**config.mk**
```make
export PLATFORM = sky130hd
export DESIGN_NAME = mcm_mode_cfg
export DESIGN_NICKNAME = d
export VERILOG_FILES = /design/src/design/mcm_pkg.sv /design/src/design/mcm_sel_if.sv /design/src/design/mcm_phase_sum.sv /design/src/design/mcm_mode_cfg.sv
export SDC_FILE = /design/constraint.sdc
export NUM_CORES = 1
export LEC_CHECK = 0
export ABC_AREA = 1
export BUFFER_PORTS_ARGS = -buffer_cell sky130_fd_sc_hd__buf_4
export CAP_MARGIN = 15
export CORE_UTILIZATION = 58
export CTS_BUF_LIST = sky130_fd_sc_hd__clkbuf_4 sky130_fd_sc_hd__clkbuf_8
export DETAILED_ROUTE_END_ITERATION = 7
export PLACE_DENSITY_LB_ADDON = 0.25
export SETUP_SLACK_MARGIN = 0.1
export SLEW_MARGIN = 20
export SYNTH_ARGS = -nofsm -noshare
export SYNTH_HDL_FRONTEND = slang
export SYNTH_SLANG_ARGS = --single-unit
```
**constraint.sdc**
```tcl
create_clock -name clk_i -period 4.2 [get_ports clk_i]
set_input_delay 0 -clock clk_i [delete_from_list [all_inputs] [get_ports clk_i]]
set_output_delay 0 -clock clk_i [all_outputs]
set_load 0.02 [all_outputs]
```
**src/design/mcm_pkg.sv**
```systemverilog
// Package with register map, field layout, reset values and codes for the mode register
// Contract
// - Bit 1 of the first pulse output selection adds phase B to that output and resets to 1.
// - Bit 2 of the first pulse output selection adds phase C to that output and resets to 1.
// - All three bits of the second output selection set feed the sum of A, B and C.
// - Each bit of the second output selection includes its own phase when set, excludes when clear.
// - All three bits of the third output selection set feed the sum of A, B and C.
// - Each bit of the third output selection includes its own phase when set and resets to 1.
// - The default angle setting measures voltage to current angles per phase.
// - The second angle setting measures angles between the phase voltages.
// - A clear nominal enable computes apparent power from measured rms voltage.
// - Phase A nominal enable replaces phase A rms voltage with the nominal value.
// - Phase B nominal enable replaces phase B rms voltage with the nominal value.
// - A clear phase C nominal enable uses measured phase C rms voltage.
// - Angle field bits 10:9 code 00 V-I, 01 V-V, 10 I-I, 11 none.
// - Phase C nominal enable is bit 13, resets to 0, and replaces phase C rms voltage.
package mcm_pkg;
    localparam logic [15:0] MCM_ADDR_COMP_MODE  = 16'hE60E;
    localparam logic [15:0] MCM_ADDR_NOM_VOLT   = 16'hE610;
    localparam logic [15:0] MCM_ADDR_VOLT_ACT   = 16'hE612;
    localparam int          MCM_T1_LSB          = 0;
    localparam int          MCM_T2_LSB          = 3;
    localparam int          MCM_T3_LSB          = 6;
    localparam int          MCM_ANG_LSB         = 9;
    localparam int          MCM_VNA_BIT         = 11;
    localparam int          MCM_VNB_BIT         = 12;
    localparam int          MCM_VNC_BIT         = 13;
    localparam logic [15:0] MCM_MODE_WMASK      = 16'h3FFF;
    localparam logic [15:0] MCM_MODE_RESET      = 16'h01FF;
    localparam logic [23:0] MCM_NOM_RESET       = 24'h000000;
    localparam logic [2:0]  MCM_SEL_RESET       = 3'h7;
    localparam logic [1:0]  MCM_ANG_RESET       = 2'h0;

    typedef enum logic [1:0] {
        MCM_ANG_VI   = 2'h0,
        MCM_ANG_VV   = 2'h1,
        MCM_ANG_II   = 2'h2,
        MCM_ANG_NONE = 2'h3
    } mcm_angle_t;

    typedef enum logic [1:0] {
        MCM_BUS_IDLE = 2'h1,
        MCM_BUS_ACK  = 2'h2
    } mcm_bus_state_t;
endpackage : mcm_pkg

```
**src/design/mcm_sel_if.sv**
```systemverilog
// Interface carrying one pulse output's phase selection and its phase terms
`timescale 1ns/100ps
interface mcm_sel_if;
    logic [2:0]  sel;
    logic [23:0] term_a;
    logic [23:0] term_b;
    logic [23:0] term_c;
    logic [25:0] sum;
    modport cfg (output sel, output term_a, output term_b, output term_c, input sum);
    modport adder (input sel, input term_a, input term_b, input term_c, output sum);
endinterface : mcm_sel_if

```
**src/design/mcm_phase_sum.sv**
```systemverilog
// Selectable sum of three phase contributions for one pulse output
`timescale 1ns/100ps
module mcm_phase_sum (
    mcm_sel_if.adder p
);
    logic [25:0] sum_next;

    // Gate each phase by its select bit, then add
    always_comb begin
        sum_next = 26'h0000000;
        if (p.sel[0]) begin
            sum_next = sum_next + {2'h0, p.term_a};
        end
        if (p.sel[1]) begin
            sum_next = sum_next + {2'h0, p.term_b};
        end
        if (p.sel[2]) begin
            sum_next = sum_next + {2'h0, p.term_c};
        end
    end
    assign p.sum = sum_next;
endmodule : mcm_phase_sum

```
**src/design/mcm_mode_cfg.sv**
```systemverilog
// Computation mode register with Wishbone slave and mode-steered datapath
`timescale 1ns/100ps
module mcm_mode_cfg (
    input  wire logic        clk_i,
    input  wire logic        rst_i,
    input  wire logic        wb_cyc_i,
    input  wire logic        wb_stb_i,
    input  wire logic        wb_we_i,
    input  wire logic [15:0] wb_adr_i,
    input  wire logic [3:0]  wb_sel_i,
    input  wire logic [31:0] wb_dat_i,
    output logic      [31:0] wb_dat_o,
    output logic             wb_ack_o,
    input  wire logic        comp_strobe_i,
    input  wire logic [23:0] pwr_a_i,
    input  wire logic [23:0] pwr_b_i,
    input  wire logic [23:0] pwr_c_i,
    input  wire logic [23:0] vrms_a_i,
    input  wire logic [23:0] vrms_b_i,
    input  wire logic [23:0] vrms_c_i,
    output logic      [25:0] pulse_output_one_o,
    output logic      [25:0] pulse_output_two_o,
    output logic      [25:0] pulse_output_three_o,
    output logic      [23:0] vrms_used_a_o,
    output logic      [23:0] vrms_used_b_o,
    output logic      [23:0] vrms_used_c_o,
    output logic      [1:0]  angle_measure_select_o,
    output logic             angle_volt_volt_o,
    output logic             angle_curr_curr_o,
    output logic             angle_enable_o
);
    logic [15:0] mode_reg;
    logic [15:0] mode_next;
    logic [23:0] nom_reg;
    logic [23:0] nom_next;
    logic [31:0] rdat_reg;
    logic [31:0] rdat_next;
    logic        ack_reg;
    logic        ack_next;
    mcm_pkg::mcm_bus_state_t bus_reg;
    mcm_pkg::mcm_bus_state_t bus_next;
    logic [15:0] wmask;
    logic [15:0] rd_mode;

    // Bus state machine: answer one cycle after request, drop ack next
    always_comb begin
        bus_next  = bus_reg;
        ack_next  = 1'b0;
        mode_next = mode_reg;
        nom_next  = nom_reg;
        rdat_next = rdat_reg;
        wmask     = {{8{wb_sel_i[1]}}, {8{wb_sel_i[0]}}} & mcm_pkg::MCM_MODE_WMASK;
        rd_mode   = mode_reg & mcm_pkg::MCM_MODE_WMASK;
        unique case (bus_reg)
            mcm_pkg::MCM_BUS_IDLE: begin
                if (wb_cyc_i && wb_stb_i) begin
                    bus_next  = mcm_pkg::MCM_BUS_ACK;
                    ack_next  = 1'b1;
                    rdat_next = 32'h00000000;
                    unique case (wb_adr_i)
                        mcm_pkg::MCM_ADDR_COMP_MODE: begin
                            // Write lands now, used by next strobe
                            if (wb_we_i) begin
                                mode_next = (mode_reg & ~wmask) | (wb_dat_i[15:0] & wmask);
                            end
                            rdat_next = {16'h0000, rd_mode};
                        end
                        mcm_pkg::MCM_ADDR_NOM_VOLT: begin
                            if (wb_we_i) begin
                                if (wb_sel_i[0]) nom_next[7:0] = wb_dat_i[7:0];
                                if (wb_sel_i[1]) nom_next[15:8] = wb_dat_i[15:8];
                                if (wb_sel_i[2]) nom_next[23:16] = wb_dat_i[23:16];
                            end
                            rdat_next = {8'h00, nom_reg};
                        end
                        mcm_pkg::MCM_ADDR_VOLT_ACT: begin
                            rdat_next = {8'h00, vrms_used_a_o};
                        end
                        default: begin
                            // Unmapped: acked, writes dropped, reads zero
                            rdat_next = 32'h00000000;
                        end
                    endcase
                end
            end
            mcm_pkg::MCM_BUS_ACK: begin
                // One idle cycle so a held strobe is not served twice
                bus_next = mcm_pkg::MCM_BUS_IDLE;
            end
            default: begin
                bus_next = mcm_pkg::MCM_BUS_IDLE;
            end
        endcase
    end

    // Register the bus and configuration state
    always_ff @(posedge clk_i) begin
        if (rst_i) begin
            bus_reg  <= mcm_pkg::MCM_BUS_IDLE;
            ack_reg  <= 1'b0;
            mode_reg <= mcm_pkg::MCM_MODE_RESET;
            nom_reg  <= mcm_pkg::MCM_NOM_RESET;
            rdat_reg <= 32'h00000000;
        end else begin
            bus_reg  <= bus_next;
            ack_reg  <= ack_next;
            mode_reg <= mode_next;
            nom_reg  <= nom_next;
            rdat_reg <= rdat_next;
        end
    end

    assign wb_ack_o = ack_reg;
    assign wb_dat_o = rdat_reg;

    // Field views of the mode register
    logic [2:0] t1_sel;
    logic [2:0] t2_sel;
    logic [2:0] t3_sel;
    logic [1:0] ang_sel;
    logic       vn_a;
    logic       vn_b;
    logic       vn_c;
    assign t1_sel  = mode_reg[mcm_pkg::MCM_T1_LSB +: 3];
    assign t2_sel  = mode_reg[mcm_pkg::MCM_T2_LSB +: 3];
    assign t3_sel  = mode_reg[mcm_pkg::MCM_T3_LSB +: 3];
    assign ang_sel = mode_reg[mcm_pkg::MCM_ANG_LSB +: 2];
    assign vn_a    = mode_reg[mcm_pkg::MCM_VNA_BIT];
    assign vn_b    = mode_reg[mcm_pkg::MCM_VNB_BIT];
    assign vn_c    = mode_reg[mcm_pkg::MCM_VNC_BIT];

    // Three selectable phase adders, one per pulse output
    mcm_sel_if s1 ();
    mcm_sel_if s2 ();
    mcm_sel_if s3 ();
    assign s1.sel = t1_sel;
    assign s2.sel = t2_sel;
    assign s3.sel = t3_sel;
    assign s1.term_a = pwr_a_i;
    assign s1.term_b = pwr_b_i;
    assign s1.term_c = pwr_c_i;
    assign s2.term_a = pwr_a_i;
    assign s2.term_b = pwr_b_i;
    assign s2.term_c = pwr_c_i;
    assign s3.term_a = pwr_a_i;
    assign s3.term_b = pwr_b_i;
    assign s3.term_c = pwr_c_i;
    mcm_phase_sum u_sum1 (.p(s1));
    mcm_phase_sum u_sum2 (.p(s2));
    mcm_phase_sum u_sum3 (.p(s3));

    // Computation results, updated once per computation strobe
    logic [25:0] cf1_reg;
    logic [25:0] cf1_next;
    logic [25:0] cf2_reg;
    logic [25:0] cf2_next;
    logic [25:0] cf3_reg;
    logic [25:0] cf3_next;
    logic [23:0] va_reg;
    logic [23:0] va_next;
    logic [23:0] vb_reg;
    logic [23:0] vb_next;
    logic [23:0] vc_reg;
    logic [23:0] vc_next;
    logic [1:0]  ang_reg;
    logic [1:0]  ang_next;
    logic        avv_reg;
    logic        avv_next;
    logic        aii_reg;
    logic        aii_next;
    logic        aen_reg;
    logic        aen_next;

    // Nominal voltage swaps in for measured rms; inputs assumed in clk domain
    always_comb begin
        cf1_next = cf1_reg;
        cf2_next = cf2_reg;
        cf3_next = cf3_reg;
        va_next  = va_reg;
        vb_next  = vb_reg;
        vc_next  = vc_reg;
        ang_next = ang_reg;
        avv_next = avv_reg;
        aii_next = aii_reg;
        aen_next = aen_reg;
        if (comp_strobe_i) begin
            cf1_next = s1.sum;
            cf2_next = s2.sum;
            cf3_next = s3.sum;
            va_next  = vn_a ? nom_reg : vrms_a_i;
            vb_next  = vn_b ? nom_reg : vrms_b_i;
            vc_next  = vn_c ? nom_reg : vrms_c_i;
            ang_next = ang_sel;
            avv_next = (ang_sel == mcm_pkg::MCM_ANG_VV);
            aii_next = (ang_sel == mcm_pkg::MCM_ANG_II);
            aen_next = (ang_sel != mcm_pkg::MCM_ANG_NONE);
        end
    end

    // Register the computation results
    always_ff @(posedge clk_i) begin
        if (rst_i) begin
            cf1_reg <= 26'h0000000;
            cf2_reg <= 26'h0000000;
            cf3_reg <= 26'h0000000;
            va_reg  <= 24'h000000;
            vb_reg  <= 24'h000000;
            vc_reg  <= 24'h000000;
            ang_reg <= mcm_pkg::MCM_ANG_RESET;
            avv_reg <= 1'b0;
            aii_reg <= 1'b0;
            aen_reg <= 1'b1;
        end else begin
            cf1_reg <= cf1_next;
            cf2_reg <= cf2_next;
            cf3_reg <= cf3_next;
            va_reg  <= va_next;
            vb_reg  <= vb_next;
            vc_reg  <= vc_next;
            ang_reg <= ang_next;
            avv_reg <= avv_next;
            aii_reg <= aii_next;
            aen_reg <= aen_next;
        end
    end

    assign pulse_output_one_o     = cf1_reg;
    assign pulse_output_two_o     = cf2_reg;
    assign pulse_output_three_o   = cf3_reg;
    assign vrms_used_a_o          = va_reg;
    assign vrms_used_b_o          = vb_reg;
    assign vrms_used_c_o          = vc_reg;
    assign angle_measure_select_o = ang_reg;
    assign angle_volt_volt_o      = avv_reg;
    assign angle_curr_curr_o      = aii_reg;
    assign angle_enable_o         = aen_reg;

    // Checks next to the logic: values seen at the first edge after reset
    sel_reset_a: assert property (@(posedge clk_i) $past(rst_i) && !rst_i |->
        mode_reg[8:0] == 9'h1FF && !mode_reg[13]) else $error("mode reset wrong");
    out_reset_a: assert property (@(posedge clk_i) $past(rst_i) && !rst_i |->
        angle_enable_o && !wb_ack_o && vrms_used_a_o == 24'h000000)
        else $error("output reset wrong");

    // Pulse output sums follow the selection seen at the strobe
    cf1_sum_a: assert property (@(posedge clk_i) disable iff (rst_i)
        comp_strobe_i && t1_sel == 3'h6 |=>
        cf1_reg == {2'h0, $past(pwr_b_i)} + {2'h0, $past(pwr_c_i)})
        else $error("output one sum wrong");
    cf2_all_a: assert property (@(posedge clk_i) disable iff (rst_i)
        comp_strobe_i && t2_sel == 3'h7 |=>
        cf2_reg == {2'h0, $past(pwr_a_i)} + {2'h0, $past(pwr_b_i)} + {2'h0, $past(pwr_c_i)})
        else $error("output two sum wrong");
    cf2_bit_a: assert property (@(posedge clk_i) disable iff (rst_i)
        comp_strobe_i && t2_sel == 3'h2 |=> cf2_reg == {2'h0, $past(pwr_b_i)})
        else $error("output two single phase wrong");
    cf3_all_a: assert property (@(posedge clk_i) disable iff (rst_i)
        comp_strobe_i && t3_sel == 3'h7 |=>
        cf3_reg == {2'h0, $past(pwr_a_i)} + {2'h0, $past(pwr_b_i)} + {2'h0, $past(pwr_c_i)})
        else $error("output three sum wrong");
    cf3_bit_a: assert property (@(posedge clk_i) disable iff (rst_i)
        comp_strobe_i && t3_sel == 3'h4 |=> cf3_reg == {2'h0, $past(pwr_c_i)})
        else $error("output three single phase wrong");

    // Angle decode taken at the strobe
    angle_code_a: assert property (@(posedge clk_i) disable iff (rst_i)
        comp_strobe_i |=> angle_enable_o == ($past(ang_sel) != 2'h3) &&
        angle_volt_volt_o == ($past(ang_sel) == 2'h1) &&
        angle_curr_curr_o == ($past(ang_sel) == 2'h2)) else $error("angle decode wrong");

    // Nominal or measured rms voltage, phase by phase
    nom_a_sub_a: assert property (@(posedge clk_i) disable iff (rst_i)
        comp_strobe_i && vn_a |=> vrms_used_a_o == $past(nom_reg))
        else $error("phase a nominal not used");
    meas_a_a: assert property (@(posedge clk_i) disable iff (rst_i)
        comp_strobe_i && !vn_a |=> vrms_used_a_o == $past(vrms_a_i))
        else $error("phase a measured not used");
    nom_b_sub_a: assert property (@(posedge clk_i) disable iff (rst_i)
        comp_strobe_i && vn_b |=> vrms_used_b_o == $past(nom_reg))
        else $error("phase b nominal not used");
    meas_c_a: assert property (@(posedge clk_i) disable iff (rst_i)
        comp_strobe_i && !vn_c |=> vrms_used_c_o == $past(vrms_c_i))
        else $error("phase c measured not used");
    nom_c_sub_a: assert property (@(posedge clk_i) disable iff (rst_i)
        comp_strobe_i && vn_c |=> vrms_used_c_o == $past(nom_reg))
        else $error("phase c nominal not used");

    // Write lands at the taking edge; results move only on a strobe
    write_apply_a: assert property (@(posedge clk_i) disable iff (rst_i)
        bus_reg == mcm_pkg::MCM_BUS_IDLE && wb_cyc_i && wb_stb_i && wb_we_i &&
        wb_adr_i == mcm_pkg::MCM_ADDR_COMP_MODE && wb_sel_i[1:0] == 2'h3 |=>
        mode_reg[13:0] == $past(wb_dat_i[13:0]) && wb_ack_o ##1 !wb_ack_o)
        else $error("mode write not applied");
    result_hold_a: assert property (@(posedge clk_i) disable iff (rst_i)
        !comp_strobe_i |=> $stable(cf1_reg) && $stable(va_reg) && $stable(ang_reg))
        else $error("output moved without strobe");

    // Scenarios worth seeing in a run
    wr_mode_c: cover property (@(posedge clk_i) wb_ack_o && wb_we_i &&
        wb_adr_i == mcm_pkg::MCM_ADDR_COMP_MODE);
    nom_used_c: cover property (@(posedge clk_i) comp_strobe_i && vn_c);
    ang_off_c: cover property (@(posedge clk_i) comp_strobe_i && ang_sel == 2'h3);
    ang_vv_c: cover property (@(posedge clk_i) comp_strobe_i && ang_sel == 2'h1);
    pair_bc_c: cover property (@(posedge clk_i) comp_strobe_i && t1_sel == 3'h6);
endmodule : mcm_mode_cfg

```
==> Implementation_results.wiki, run 1 <==
{| class="wikitable"
! Metric !! Value
|-
| Result of the run || did not finish
|-
| Stage where the flow stopped || 5_1_grt
|-
| Error that stopped the run || [ERROR GRT-0116] Global routing finished with congestion. Check the congestion regions in the DRC Viewer.
|-
| Post-Synthesis Cell Area || 19600 sq um
|-
| Number of buffers created by CTS || 37
|-
| Library cell used as clock root buffer || sky130_fd_sc_hd__clkbuf_8
|-
| Share of synthesized area occupied by flip-flops and latches || 0.225
|-
| Total track usage || 0.578
|-
| Proportion of synthesized flip-flops having asynchronous set or reset || 0
|-
| Yosys warns || 0
|-
| Maximum buffer depth of the clock tree || 3
|-
| Flip-flop and latch count after synthesis || 220
|-
| Cell count after synthesis || 3247
|-
| Wire length of the first global-routing pass || 151000 um
|-
| Post-synth cell types || 53
|-
| Initial Utilization || 0.597
|-
| Die width || 186 um
|-
| Number of H-tree levels || 2
|-
| Most common flop cell mapped by yosys || sky130_fd_sc_hd__dfxtp_1
|-
| Sum of net half-perimeters after detailed placement || 64300 um
|-
| Total number of clock tree sinks || 220
|-
| # resized after CTS || 0
|-
| Post-CTS setup buffers || 0
|-
| Vias in the first global route || 27000
|-
| Global placer's final weighted congestion || 1.12
|-
| Post-synthesis average cell area || 6.04 sq um
|-
| Site row count || 66
|-
| Total congestion overflow || 8
|-
| Number of enable flip-flop cells after synthesis || 0
|-
| Y dimension of the die || 186 um
|-
| Number of buffers inserted by port buffering || 372
|-
| Pin count of the biggest net entering global routing || 92
|-
| Ports placed on the boundary || 390
|}
synth_stat cells, types with 19 or more instances:
library cell / number / area (sq um)
sky130_fd_sc_hd__clkbuf_1: 97 / 364
sky130_fd_sc_hd__o211ai_1: 104 / 781
sky130_fd_sc_hd__dfxtp_1: 220 / 4400
sky130_fd_sc_hd__ha_1: 141 / 1760
sky130_fd_sc_hd__inv_1: 435 / 1630
sky130_fd_sc_hd__o21ai_0: 213 / 1070
sky130_fd_sc_hd__a21o_1: 20 / 150
sky130_fd_sc_hd__nand4_1: 36 / 225
sky130_fd_sc_hd__o21a_1: 21 / 158
sky130_fd_sc_hd__a31oi_1: 26 / 163
sky130_fd_sc_hd__xnor2_1: 22 / 193
sky130_fd_sc_hd__nor3_1: 39 / 195
sky130_fd_sc_hd__a21oi_1: 312 / 1560
sky130_fd_sc_hd__nand3_1: 268 / 1340
sky130_fd_sc_hd__and2_1: 19 / 119
sky130_fd_sc_hd__nor2_1: 225 / 845
sky130_fd_sc_hd__nand2_1: 877 / 3290
per-layer routing:
metal	track usage	GRT overflow
met5	0.0844	0
met4	0.472	4
met3	0.321	0
met2	0.792	4
met1	0.643	0
repair_timing:
action	4_1_cts
hold buffers	129
hold endpoints to repair	166
setup endpoints to repair	0
cell families after synthesis:
family                   share of synthesized area
AO/OA/AOI/OAI                                0.220
XOR/XNOR                                    0.0179
adder cells (fa/ha/maj)                     0.0961
buffers and inverters                        0.113
flip-flops                                   0.225
other                                     0.000191
AND/OR/NAND/NOR                              0.328
through the flow:
stage	util	area, sq um	worst slack [ns]	instances
after floorplan	-	19600	0.603	3254
after global placement	0.690	22700	0.234	3968
after detailed placement	0.690	22700	0.166	3968
after CTS	0.753	24800	0.144	4160
==> run 2: changes to the inputs <==
Settings changed: CORE_UTILIZATION 58 to 40, CTS_BUF_LIST sky130_fd_sc_hd__clkbuf_4 sky130_fd_sc_hd__clkbuf_8 to not set, PLACE_DENSITY_LB_ADDON 0.25 to 0.15, SETUP_SLACK_MARGIN 0.1 to not set.
==> Implementation_results.wiki, run 2 <==
{| class="wikitable"
! Metric !! Value
|-
| Clock-pin slew reported for the worst setup and hold paths after clock tree synthesis || 0.07 ns
|-
| Ports placed on the boundary || 390 (unchanged)
|-
| Vias in the first global route || 22100
|-
| Maximum clock frequency || 250 MHz
|-
| Maximum Capacitance Violations || 0
|-
| Critical Path Sink Type || register
|-
| Maximum fanout count along the critical path || 26
|-
| Cell count of the worst reg-to-reg path || 26
|-
| Final count of negative-setup-slack endpoints || 0
|-
| Result of the run || completed (was did not finish)
|-
| Library cell used as clock root buffer || sky130_fd_sc_hd__clkbuf_16 (was sky130_fd_sc_hd__clkbuf_8)
|-
| Final Max Tran Viols || 0
|-
| Worst EP required || 4.68 ns
|-
| Capture instance of the worst register-to-register path || pulse_output_two_o[19]$_SDFFE_PP0P_
|-
| Class of the tightest hold or removal check || in -> reg
|-
| Largest clock skew in the final design || 0.0313 ns
|-
| Pin count of the biggest net entering global routing || 91
|-
| Sum of negative setup slack || 0 ns
|-
| Met2 routing resource usage after global routing || 0.514
|-
| Number of enable flip-flop cells after synthesis || 0 (unchanged)
|-
| Detailed-route vias per instance || 5.43
|-
| Total wire length || 85600 um
|-
| Wirelength per Cell || 19.7 um
|-
| Transition time at the pin with the least slew margin || 1.04 ns
|-
| Worst-case register-to-register setup slack || 0.19 ns
|-
| DIE AREA || 49900 sq um
|-
| Core area || 48000 sq um
|-
| Flip-flop and latch area || 4410 sq um
|-
| Most crowded layer after global routing || met2
|-
| Cell count after synthesis || 3247 (unchanged)
|-
| Post-layout total power || 8.52 mW
|-
| Most frequent cells in the layout || 875 x sky130_fd_sc_hd__nand2_1, 433 x sky130_fd_sc_hd__inv_1, 420 x sky130_fd_sc_hd__buf_4
|-
| Number of H-tree levels || 1 (was 2)
|-
| Total vias in the final route || 23600
|-
| Number of fillers in the final layout || 5072
|-
| Ratio of final minimum period to clock period || 0.954
|-
| Detailed Routing Iterations Pass 1 || 6
|-
| Number of hold violations in the final report || 0
|-
| Y dimension of the die || 223 um (was 186 um)
|-
| P_leak || 12.9 nW
|-
| Die width || 223 um (was 186 um)
|-
| Antenna violations before repair || 1
|-
| Area share of the leading cell type in the synthesized netlist || 0.225 (unchanged)
|-
| Site row count || 80 (was 66)
|-
| Leading post-synthesis cells by instance count || 877 x sky130_fd_sc_hd__nand2_1, 435 x sky130_fd_sc_hd__inv_1, 312 x sky130_fd_sc_hd__a21oi_1 (unchanged)
|-
| Maximum buffer depth of the clock tree || 3 (unchanged)
|-
| Worst vdd rail ir drop || 275 uV
|-
| Post-layout utilization of the core || 0.530
|-
| Diodes inserted || 0
|-
| Yosys warns || 0 (unchanged)
|-
| Post-Synthesis Cell Area || 19600 sq um (unchanged)
|-
| Data arrival time at the worst-slack endpoint || 4.49 ns
|-
| Proportion of synthesized flip-flops having asynchronous set or reset || 0 (unchanged)
|-
| Leading cell types by total area after synthesis || sky130_fd_sc_hd__dfxtp_1 22%, sky130_fd_sc_hd__nand2_1 17%, sky130_fd_sc_hd__ha_1 9.0% (unchanged)
|-
| RSZ-0062 raised after global routing || true
|-
| Drt drc || 0
|-
| Pwr dens || 334 nW/um^2
|-
| Post-synthesis average cell area || 6.04 sq um (unchanged)
|-
| Hold Path End || pulse_output_three_o[22]$_SDFFE_PP0P_
|-
| Area growth from synthesis to layout || 30.0%
|-
| Minimum clock period after layout || 4.01 ns
|-
| Share of synthesized area occupied by flip-flops and latches || 0.225 (unchanged)
|-
| Crit Path Category || reg -> reg
|-
| Wire length of the first global-routing pass || 128000 um
|-
| Total track usage || 0.333
|-
| Max_slew headroom || 0.305
|-
| Post-route ant nets || 0
|-
| GRT met1 Usage || 0.459
|-
| Flip-flop and latch count after synthesis || 220 (unchanged)
|-
| Post-synth cell types || 53 (unchanged)
|-
| Most instantiated library cell after synthesis || sky130_fd_sc_hd__nand2_1 (unchanged)
|-
| Initial Utilization || 0.408 (was 0.597)
|-
| Fraction of final layout cells with drive strength greater than 1 || 0.150
|-
| Total number of clock tree sinks || 220 (unchanged)
|-
| Number of buffers inserted by port buffering || 372 (unchanged)
|-
| Number of buffers created by CTS || 26 (was 37)
|-
| Most common flop cell mapped by yosys || sky130_fd_sc_hd__dfxtp_1 (unchanged)
|-
| Combined area of the multi-input logic cells || 13200 sq um
|-
| Clock tree from TritonCTS || yes
|-
| Sum of net half-perimeters after detailed placement || 68300 um (was 64300 um)
|-
| Worst hold path cell count || 7
|-
| Global placer's final weighted congestion || 1.03 (was 1.12)
|-
| Total congestion overflow || 0
|-
| Met3 usage in global routing || 0.0502
|-
| Number of violations reported at the end of detailed-routing iteration 0 || 2103
|-
| Setup crit start kind || register
|-
| Most common cell after layout, fill and taps aside || sky130_fd_sc_hd__nand2_1
|-
| Cell taking the most area after synthesis || sky130_fd_sc_hd__dfxtp_1 (unchanged)
|-
| Critical hold path startpoint || pwr_a_i[22]
|-
| Clk Latency, worst-skew pair || 0.57 ns
|-
| Final Net Count || 4064
|}
## run 2: cell counts after synthesis
No cell type changed its count.
## run 2: critical path, cell delays in order (launching register included)
cell,delay (ns)
sky130_fd_sc_hd__dfxtp_2,0.34
sky130_fd_sc_hd__buf_12,0.16
sky130_fd_sc_hd__nand2_1,0.08
sky130_fd_sc_hd__inv_1,0.04
sky130_fd_sc_hd__ha_1,0.20
sky130_fd_sc_hd__fa_1,0.42
sky130_fd_sc_hd__nand3_1,0.13
sky130_fd_sc_hd__nand3_2,0.10
sky130_fd_sc_hd__nand3_1,0.09
sky130_fd_sc_hd__nand2_1,0.11
sky130_fd_sc_hd__nand2_1,0.08
sky130_fd_sc_hd__nand2_1,0.12
sky130_fd_sc_hd__nand2_1,0.11
sky130_fd_sc_hd__nand2_1,0.05
sky130_fd_sc_hd__nand2_1,0.05
sky130_fd_sc_hd__nand3_1,0.08
sky130_fd_sc_hd__and2_1,0.20
sky130_fd_sc_hd__ha_4,0.25
sky130_fd_sc_hd__a21oi_1,0.19
sky130_fd_sc_hd__o21ai_0,0.20
sky130_fd_sc_hd__a21oi_1,0.23
sky130_fd_sc_hd__nand3_2,0.13
sky130_fd_sc_hd__a21oi_1,0.16
sky130_fd_sc_hd__o21ai_0,0.17
sky130_fd_sc_hd__nand2_1,0.09
sky130_fd_sc_hd__inv_1,0.04
sky130_fd_sc_hd__a21oi_1,0.12
## run 2: how the worst max path moves through the flow
stage / from / to / depth (start not counted)
floorplan: register / pulse_output_two_o[19]$_SDFFE_PP0P_ / 29
global placement: register / pulse_output_two_o[22]$_SDFFE_PP0P_ / 28
detailed placement: register / pulse_output_three_o[20]$_SDFFE_PP0P_ / 24
CTS: register / pulse_output_two_o[19]$_SDFFE_PP0P_ / 28
global route: register / pulse_output_two_o[22]$_SDFFE_PP0P_ / 25
finish: register / pulse_output_two_o[19]$_SDFFE_PP0P_ / 26
## run 2: where the power goes
part	internal [mW]	leakage, nW	total [mW]	switching (mW)
Combinational	1.49	10.7	3.90	2.42
Sequential	2.26	1.81	2.39	0.131
Clock	1.25	0.396	2.23	0.985
Total	4.99	12.9	8.52	3.53
## run 2: layout make-up
class / instances / share of cell area
multi-input combinational: 2466 / 0.519
tap: 615 / 0.0302
sequential: 220 / 0.173
timing repair buffer: 562 / 0.181
clock inverter: 10 / 0.00255
clock buffer: 36 / 0.0294
inverter: 439 / 0.0649
## run 2: metal layers
layer,vias to the layer above,wire length [um]
met4,6,3950
met2,917,36800
met1,10800,38100
li1,11700,-
met5,-,35
met3,188,6690
## run 2: kinds of logic after synthesis
| family | synth area share |
|---|---|
| buffers and inverters | 0.113 |
| other | 0.000191 |
| xor gates and xnor gates | 0.0179 |
| DFF | 0.225 |
| adders and majority gates | 0.0961 |
| and+or+nand+nor | 0.328 |
| AOI/OAI and AO/OA | 0.220 |
## run 2: timing repair
| action | 4_1_cts | 5_1_grt |
|---|---|---|
| hold buffers | 139 | 0 |
| resized for setup | 0 | 60 |
| endpoints found under the hold margin | 153 | 0 |
| setup buffers | 0 | 1 |
| endpoints found under the setup margin | 0 | 33 |
## run 2: stage by stage
| step | std cells | area, sq um | hold WS (ns) | setup slack [ns] |
|---|---|---|---|---|
| global route | 4348 | 25500 | 0.0439 | -0.0504 |
| floorplan | 3254 | 19600 | 0.126 | 0.603 |
| CTS | 4347 | 25300 | 0.00420 | 0.143 |
| global placement | 4162 | 23100 | 0.230 | 0.200 |
| finish | 4348 | 25500 | 0.0225 | 0.194 |
| detailed placement | 4162 | 23100 | 0.239 | 0.158 |
Power figures use the tool's default switching activity.
==> run 3: changes to the inputs <==
Settings changed: ABC_AREA 1 to not set.
==> Implementation_results.wiki, run 3 <==
{| class="wikitable"
! Metric !! Value
|-
| Result of the run || finished, violations left (was completed)
|-
| Failing checks || negative setup slack
|-
| Most frequent cells in the layout || 837 x sky130_fd_sc_hd__buf_4, 268 x sky130_fd_sc_hd__nor2_1, 240 x sky130_fd_sc_hd__nand2_1 (was 875 x sky130_fd_sc_hd__nand2_1, 433 x sky130_fd_sc_hd__inv_1, 420 x sky130_fd_sc_hd__buf_4)
|-
| Clock-pin slew reported for the worst setup and hold paths after clock tree synthesis || 0.06 ns (was 0.07 ns)
|-
| Most instantiated library cell after synthesis || sky130_fd_sc_hd__nor2_1 (was sky130_fd_sc_hd__nand2_1)
|-
| Post-route met1 wirelength || 37200 um (was 38100 um)
|-
| Most common flop cell mapped by yosys || sky130_fd_sc_hd__dfxtp_1 (unchanged)
|-
| Ratio of final minimum period to clock period || 1.14 (was 0.954)
|-
| Routed wl met2 || 41000 um (was 36800 um)
|-
| Wire length of the first global-routing pass || 127000 um (was 128000 um)
|-
| Maximum buffer depth of the clock tree || 3 (unchanged)
|-
| Vias in the first global route || 21300 (was 22100)
|-
| Area growth from synthesis to layout || 64.3% (was 30.0%)
|-
| Ports placed on the boundary || 390 (unchanged)
|-
| Proportion of synthesized flip-flops having asynchronous set or reset || 0 (unchanged)
|-
| Wirelength per Cell || 22.6 um (was 19.7 um)
|-
| Clock tree from TritonCTS || yes (unchanged)
|-
| Site row count || 77 (was 80)
|-
| Class of the tightest hold or removal check || in -> reg (unchanged)
|-
| Number of buffer and inverter stages on the critical path || 1 (was 3)
|-
| Total met3 wirelength after detailed routing || 5440 um (was 6690 um)
|-
| Final Net Count || 3628 (was 4064)
|-
| Final Max Tran Viols || 0 (unchanged)
|-
| Total vias in the final route || 22200 (was 23600)
|-
| Most common cell after layout, fill and taps aside || sky130_fd_sc_hd__buf_4 (was sky130_fd_sc_hd__nand2_1)
|-
| Transition time at the pin with the least slew margin || 1.08 ns (was 1.04 ns)
|-
| Number of enable flip-flop cells after synthesis || 0 (unchanged)
|-
| Maximum fanout count along the critical path || 3 (was 26)
|-
| Total number of clock tree sinks || 220 (unchanged)
|-
| Data arrival time at the worst-slack endpoint || 5.18 ns (was 4.49 ns)
|-
| Critical Path Sink Type || register (unchanged)
|-
| Maximum clock frequency || 209 MHz (was 250 MHz)
|-
| Max_slew headroom || 0.278 (was 0.305)
|-
| PnR worst setup slack || -0.585 ns (was 0.194 ns)
|-
| Total wire length || 88100 um (was 85600 um)
|-
| Fraction of final layout cells with drive strength greater than 1 || 0.369 (was 0.150)
|-
| Clk Latency, worst-skew pair || 0.57 ns (about the same)
|-
| Cell count after synthesis || 2321 (was 3247)
|-
| RSZ-0062 raised after global routing || true (unchanged)
|-
| Worst vdd rail ir drop || 309 uV (was 275 uV)
|-
| Initial Utilization || 0.405 (was 0.408)
|-
| Number of hold violations in the final report || 0 (unchanged)
|-
| Pwr dens || 367 nW/um^2 (was 334 nW/um^2)
|-
| Total track usage || 0.365 (was 0.333)
|-
| Number of buffers inserted by port buffering || 372 (unchanged)
|-
| Largest incremental delay on the critical path || 0.39 ns (was 0.42 ns)
|-
| Minimum clock period after layout || 4.79 ns (was 4.01 ns)
|-
| Maximum Capacitance Violations || 0 (unchanged)
|-
| P_leak || 13.2 nW (was 12.9 nW)
|-
| Leading post-synthesis cells by instance count || 280 x sky130_fd_sc_hd__nor2_1, 257 x sky130_fd_sc_hd__nand2_1, 220 x sky130_fd_sc_hd__dfxtp_1 (was 877 x sky130_fd_sc_hd__nand2_1, 435 x sky130_fd_sc_hd__inv_1, 312 x sky130_fd_sc_hd__a21oi_1)
|-
| Post-layout utilization of the core || 0.665 (was 0.530)
|-
| Antenna violations before repair || 2 (was 1)
|-
| Core area || 44200 sq um (was 48000 sq um)
|-
| Flip-flop and latch count after synthesis || 220 (unchanged)
|-
| Detailed-route vias per instance || 5.69 (was 5.43)
|-
| Total congestion overflow || 0 (unchanged)
|-
| Slowest library cell on the worst path || sky130_fd_sc_hd__a2111o_1 (was sky130_fd_sc_hd__fa_1)
|-
| Y dimension of the die || 214 um (was 223 um)
|-
| Share of synthesized area occupied by flip-flops and latches || 0.246 (was 0.225)
|-
| Leading cell types by total area after synthesis || sky130_fd_sc_hd__dfxtp_1 25%, sky130_fd_sc_hd__ha_1 9.8%, sky130_fd_sc_hd__mux2i_1 6.7% (was sky130_fd_sc_hd__dfxtp_1 22%, sky130_fd_sc_hd__nand2_1 17%, sky130_fd_sc_hd__ha_1 9.0%)
|-
| Largest clock skew in the final design || 0.0225 ns (was 0.0313 ns)
|-
| Post-synth cell types || 92 (was 53)
|-
| Post-Synthesis Cell Area || 17900 sq um (was 19600 sq um)
|-
| Crit Path Category || reg -> reg (unchanged)
|-
| Number of H-tree levels || 1 (unchanged)
|-
| Post-route ant nets || 0 (unchanged)
|-
| Cell taking the most area after synthesis || sky130_fd_sc_hd__dfxtp_1 (unchanged)
|-
| Number of violations reported at the end of detailed-routing iteration 0 || 1875 (was 2103)
|-
| Post-synthesis average cell area || 7.72 sq um (was 6.04 sq um)
|-
| Top Layer Used || met4 (was met5)
|-
| Top cell family by delay on the critical path || compound AO/OA/AOI/OAI gates (was simple AND/OR/NAND/NOR gates)
|-
| Final count of negative-setup-slack endpoints || 45 (was 0)
|-
| Detailed Routing Iterations Pass 1 || 5 (was 6)
|-
| Number of buffers created by CTS || 26 (unchanged)
|-
| Worst Hold Margin || 0.0221 ns (was 0.0225 ns)
|-
| DIE AREA || 45600 sq um (was 49900 sq um)
|-
| Cell chain of the critical path || nand2_4 > inv_2 > ha_4 > fa_2 > maj3_2 > a41o_1 > a21oi_2 > o31a_1 > o211ai_1 > a31o_2 > a21oi_4 > xnor2_2 > a22o_1 > ha_4 > a21oi_4 > o21bai_1 > a221o_1 > a2111o_1 > a31o_4 > mux2_2 > a21oi_2 > a211oi_1
|-
| Drt drc || 0 (unchanged)
|-
| Worst EP required || 4.59 ns (was 4.68 ns)
|-
| Yosys warns || 0 (unchanged)
|-
| Pin count of the biggest net entering global routing || 125 (was 91)
|-
| Die width || 214 um (was 223 um)
|-
| Setup crit start kind || register (unchanged)
|-
| Area share of the leading cell type in the synthesized netlist || 0.246 (was 0.225)
|-
| Library cell used as clock root buffer || sky130_fd_sc_hd__clkbuf_16 (unchanged)
|-
| Global placer's final weighted congestion || 0.999 (was 1.03)
|-
| Sum of net half-perimeters after detailed placement || 64700 um (was 68300 um)
|}
==> run 3: cell families (layout without fill, tap and decap cells) <==
kind of cell | after synthesis | in the layout | share of synthesized area
buffers and inverters | 206 | 1177 | 0.0456
AO/OA/AOI/OAI | 709 | 709 | 0.269
flip-flops | 220 | 220 | 0.246
multiplexers | 141 | 141 | 0.0803
adder cells (fa/ha/maj) | 154 | 154 | 0.109
AND/OR/NAND/NOR | 770 | 770 | 0.191
XOR/XNOR | 120 | 120 | 0.0587
other | 1 | 9 | 0.000209
==> run 3: where the power goes <==
group | total (mW) | internal, mW | switching, mW | leakage (nW)
Combinational | 5.99 | 2.95 | 3.04 | 11.0
Clock | 2.42 | 1.40 | 1.02 | 0.434
Sequential | 2.40 | 2.27 | 0.126 | 1.81
==> run 3: routing by layer <==
metal | global-route usage | vias to the layer above
met5 | 0 | -
met2 | 0.614 | 915
met4 | 0.170 | 0
met3 | 0.0535 | 250
met1 | 0.458 | 10600
li1 | - | 10400
==> run 3: worst reg2reg max path, cell delays in order, from the launching register on <==
cell	delay, ns
sky130_fd_sc_hd__dfxtp_4	0.36
sky130_fd_sc_hd__nand2_4	0.06
sky130_fd_sc_hd__inv_2	0.04
sky130_fd_sc_hd__ha_4	0.16
sky130_fd_sc_hd__fa_2	0.36
sky130_fd_sc_hd__maj3_2	0.31
sky130_fd_sc_hd__a41o_1	0.19
sky130_fd_sc_hd__a21oi_2	0.18
sky130_fd_sc_hd__o31a_1	0.19
sky130_fd_sc_hd__o211ai_1	0.13
sky130_fd_sc_hd__a31o_2	0.25
sky130_fd_sc_hd__a21oi_4	0.17
sky130_fd_sc_hd__xnor2_2	0.11
sky130_fd_sc_hd__a22o_1	0.22
sky130_fd_sc_hd__ha_4	0.27
sky130_fd_sc_hd__a21oi_4	0.13
sky130_fd_sc_hd__o21bai_1	0.08
sky130_fd_sc_hd__a221o_1	0.34
sky130_fd_sc_hd__a2111o_1	0.39
sky130_fd_sc_hd__a31o_4	0.22
sky130_fd_sc_hd__mux2_2	0.28
sky130_fd_sc_hd__a21oi_2	0.11
sky130_fd_sc_hd__a211oi_1	0.07
==> run 3: final timing paths <==
path | cells past startpoint | from | slack, ns | to
hold reg to reg | 2 | angle_volt_volt_o$_SDFFE_PP0P_ | 0.47 | angle_volt_volt_o$_SDFFE_PP0P_
setup / recovery | 22 | register | -0.59 | pulse_output_three_o[23]$_SDFFE_PP0P_
hold / removal | 6 | wb_we_i | 0.02 | register
setup reg to reg | 22 | register | -0.59 | pulse_output_three_o[23]$_SDFFE_PP0P_
==> run 3: repair_timing <==
action,4_1_cts,5_1_grt
pin swaps,137,95
resized for setup,211,120
endpoints found under the hold margin,132,0
buffers inserted,53,25
endpoints found under the setup margin,48,51
hold buffers,182,0
gates cloned,0,1
==> run 3: cell type report <==
type / count / area, sq um
repair buffers: 1059 / 8610
flip-flops and latches: 220 / 4420
fillers: 3631 / 14800
clock buffers: 35 / 724
diodes: 1 / 2.50
clock inverters: 13 / 169
well taps: 592 / 741
multi-input cells: 1902 / 14500
inverters: 70 / 268
==> run 3: through the flow <==
step	cell area (sq um)	setup TNS, ns	worst slack (ns)	instances	power [mW]
after floorplan	18300	-1.75	-0.435	2328	5.07
after global placement	24500	-17.21	-0.693	3594	7.24
after detailed placement	24500	-19.45	-0.698	3594	7.29
after CTS	28600	-10.41	-0.565	3867	10.4
after global routing	29400	-19.99	-0.713	3891	11.3
final	29400	-12.89	-0.585	3892	10.8
==> run 4: changes to the inputs <==
Settings changed: GPL_TIMING_DRIVEN set to 0.
==> Implementation_results.wiki, run 4 (synthesis gave the netlist of run 3 again) <==
{| class="wikitable"
! Metric !! Value
|-
| Maximum buffer depth of the clock tree || 3 (unchanged)
|-
| Largest clock skew in the final design || 0.0312 ns (was 0.0225 ns)
|-
| Area growth from synthesis to layout || 47.4% (was 64.3%)
|-
| Final Max Tran Viols || 0 (unchanged)
|-
| Post-layout total power || 10.2 mW (was 10.8 mW)
|-
| Number of H-tree levels || 1 (unchanged)
|-
| Global placer's final weighted congestion || 0.987 (was 0.999)
|-
| Total vias in the final route || 21300 (was 22200)
|-
| Result of the run || finished, violations left (unchanged)
|-
| Total number of clock tree sinks || 220 (unchanged)
|-
| Worst-case register-to-register setup slack || -0.98 ns (was -0.59 ns)
|-
| Maximum clock frequency || 193 MHz (was 209 MHz)
|-
| P_leak || 11.2 nW (was 13.2 nW)
|-
| Wirelength per Cell || 25.9 um (was 22.6 um)
|-
| Flip-flop and latch area || 4420 sq um (about the same)
|-
| Library cell used as clock root buffer || sky130_fd_sc_hd__clkbuf_16 (unchanged)
|-
| Initial Utilization || 0.405 (unchanged)
|-
| DIE AREA || 45600 sq um (unchanged)
|-
| Setup crit start kind || register (unchanged)
|-
| PnR worst setup slack || -0.982 ns (was -0.585 ns)
|-
| RSZ-0062 raised after global routing || true (unchanged)
|-
| Clock tree from TritonCTS || yes (unchanged)
|-
| Most common cell after layout, fill and taps aside || sky130_fd_sc_hd__buf_4 (unchanged)
|-
| Worst hold path cell count || 5 (was 6)
|-
| Pwr dens || 386 nW/um^2 (was 367 nW/um^2)
|-
| Final count of negative-setup-slack endpoints || 49 (was 45)
|-
| Data arrival time at the worst-slack endpoint || 5.65 ns (was 5.18 ns)
|-
| Wire length of the first global-routing pass || 128000 um (was 127000 um)
|-
| Max_slew headroom || 0.149 (was 0.278)
|-
| Total wire length || 92100 um (was 88100 um)
|-
| Site row count || 77 (unchanged)
|-
| Number of hold violations in the final report || 1 (was 0)
|-
| Antenna violations before repair || 0 (was 2)
|-
| Number of violations reported at the end of detailed-routing iteration 0 || 1808 (was 1875)
|-
| Maximum fanout count along the critical path || 7 (was 3)
|-
| Transition time at the pin with the least slew margin || 1.26 ns (was 1.08 ns)
|-
| Total track usage || 0.383 (was 0.365)
|-
| Detailed-route vias per instance || 5.98 (was 5.69)
|-
| Ratio of final minimum period to clock period || 1.23 (was 1.14)
|-
| Capture instance of the worst register-to-register path || pulse_output_two_o[24]$_SDFFE_PP0P_ (was pulse_output_three_o[23]$_SDFFE_PP0P_)
|-
| Worst EP required || 4.67 ns (was 4.59 ns)
|-
| Y dimension of the die || 214 um (unchanged)
|-
| Final Non-Filler Cells || 3559 (was 3892)
|-
| Cell count of the worst reg-to-reg path || 23 (was 22)
|-
| Clock-pin slew reported for the worst setup and hold paths after clock tree synthesis || 0.06 ns (about the same)
|-
| Combined area of the multi-input logic cells || 14500 sq um (about the same)
|-
| Number of fillers in the final layout || 3979 (was 3631)
|-
| Maximum Capacitance Violations || 0 (unchanged)
|-
| Number of buffers inserted by port buffering || 369 (was 372)
|-
| Vias in the first global route || 19900 (was 21300)
|-
| Die width || 214 um (unchanged)
|-
| Core area || 44200 sq um (unchanged)
|-
| Worst vdd rail ir drop || 301 uV (was 309 uV)
|-
| Detailed Routing Iterations Pass 1 || 6 (was 5)
|-
| Placed cell count || 3289 (was 3594)
|-
| Clk Latency, worst-skew pair || 0.59 ns (was 0.57 ns)
|-
| Worst Hold Margin || -0.00243 ns (was 0.0221 ns)
|-
| Diodes inserted || 0 (was 1)
|-
| Final Net Count || 3296 (was 3628)
|-
| Hold Path End || pulse_output_three_o[4]$_SDFFE_PP0P_
|-
| Number of buffers created by CTS || 27 (was 26)
|-
| Post-layout utilization of the core || 0.597 (was 0.665)
|-
| Critical hold path startpoint || pwr_a_i[4] (was wb_we_i)
|-
| Critical Path Sink Type || register (unchanged)
|-
| Total congestion overflow || 0 (unchanged)
|-
| Post-route ant nets || 0 (unchanged)
|-
| Fraction of final layout cells with drive strength greater than 1 || 0.287 (was 0.369)
|-
| Ports placed on the boundary || 390 (unchanged)
|-
| Crit Path Category || reg -> reg (unchanged)
|-
| Class of the tightest hold or removal check || in -> reg (unchanged)
|-
| Most frequent cells in the layout || 468 x sky130_fd_sc_hd__buf_4, 272 x sky130_fd_sc_hd__nor2_1, 245 x sky130_fd_sc_hd__nand2_1 (was 837 x sky130_fd_sc_hd__buf_4, 268 x sky130_fd_sc_hd__nor2_1, 240 x sky130_fd_sc_hd__nand2_1)
|-
| Drt drc || 0 (unchanged)
|-
| Failing checks || negative hold slack, negative setup slack (was negative setup slack)
|-
| Minimum clock period after layout || 5.18 ns (was 4.79 ns)
|-
| Sum of net half-perimeters after detailed placement || 71400 um (was 64700 um)
|-
| DP Worst Slack || -1.72 ns (was -0.698 ns)
|-
| Pin count of the biggest net entering global routing || 15 (was 125)
|}
[run 4: what timing repair did]
item,4_1_cts,5_1_grt
gates resized for setup,188,153
gates cloned,0,1
setup buffers,69,39
endpoints found under the hold margin,121,0
pin swaps,116,118
endpoints found under the setup margin,55,57
hold buffers,115,0
[run 4: worst max-delay path by stage]
stage,startpoint,endpoint,depth (start not counted),slack (ns)
final,register,pulse_output_two_o[24]$_SDFFE_PP0P_,23,-0.98
after global routing,register,pulse_output_two_o[24]$_SDFFE_PP0P_,23,-1.08
after floorplan,register,pulse_output_three_o[23]$_SDFFE_PP0P_,23,-0.43
after detailed placement,register,pulse_output_one_o[22]$_SDFFE_PP0P_,21,-1.72
after global placement,register,pulse_output_one_o[22]$_SDFFE_PP0P_,21,-1.70
after CTS,register,pulse_output_three_o[23]$_SDFFE_PP0P_,23,-1.00
[run 4: per-layer routing]
metal | vias up | GRT usage | part of all wire
met5 | - | 0 | 0
met4 | 0 | 0.172 | 0.052
met3 | 250 | 0.0634 | 0.085
met2 | 1110 | 0.623 | 0.45
met1 | 10300 | 0.495 | 0.41
li1 | 9685 | - | -
[run 4: report_power, final]
group | leakage (nW) | internal (mW) | switching, mW | total [mW]
Combinational | 8.97 | 2.31 | 2.95 | 5.26
Sequential | 1.81 | 2.27 | 0.140 | 2.41
Clock | 0.465 | 1.46 | 1.05 | 2.51
[run 4: area by class of cell]
type / instances / area share
multi-input cells: 1902 / 0.550
repair buffers: 592 / 0.184
flip-flops and latches: 220 / 0.167
clock buffers: 36 / 0.0299
well taps: 592 / 0.0281
plain buffers: 134 / 0.0252
inverters: 70 / 0.0101
clock inverters: 13 / 0.00578
[run 4: worst max-delay path, cell delays in order, from the launching register on]
cell and delay (ns):
sky130_fd_sc_hd__dfxtp_4 0.39, sky130_fd_sc_hd__buf_8 0.15, sky130_fd_sc_hd__buf_12 0.12, sky130_fd_sc_hd__nand2_4 0.06, sky130_fd_sc_hd__inv_4 0.03, sky130_fd_sc_hd__ha_4 0.15, sky130_fd_sc_hd__fa_2 0.37, sky130_fd_sc_hd__maj3_2 0.33
sky130_fd_sc_hd__and2_4 0.14, sky130_fd_sc_hd__o21a_1 0.17, sky130_fd_sc_hd__o211ai_1 0.34, sky130_fd_sc_hd__a31oi_2 0.21, sky130_fd_sc_hd__xnor2_1 0.18, sky130_fd_sc_hd__a21oi_2 0.30, sky130_fd_sc_hd__ha_4 0.29, sky130_fd_sc_hd__a21oi_4 0.18
sky130_fd_sc_hd__o211ai_1 0.15, sky130_fd_sc_hd__a21oi_2 0.25, sky130_fd_sc_hd__or3_4 0.18, sky130_fd_sc_hd__o21ai_4 0.08, sky130_fd_sc_hd__or4b_1 0.49, sky130_fd_sc_hd__o2111ai_2 0.11, sky130_fd_sc_hd__xnor2_1 0.11, sky130_fd_sc_hd__a211oi_1 0.26
[run 4: through the flow]
step	TNS [ns]	area, sq um
after floorplan	-1.75	18300
after global placement	-46.00	21800
after detailed placement	-46.95	21800
after CTS	-26.17	25300
after global routing	-33.85	26400
final	-27.80	26400
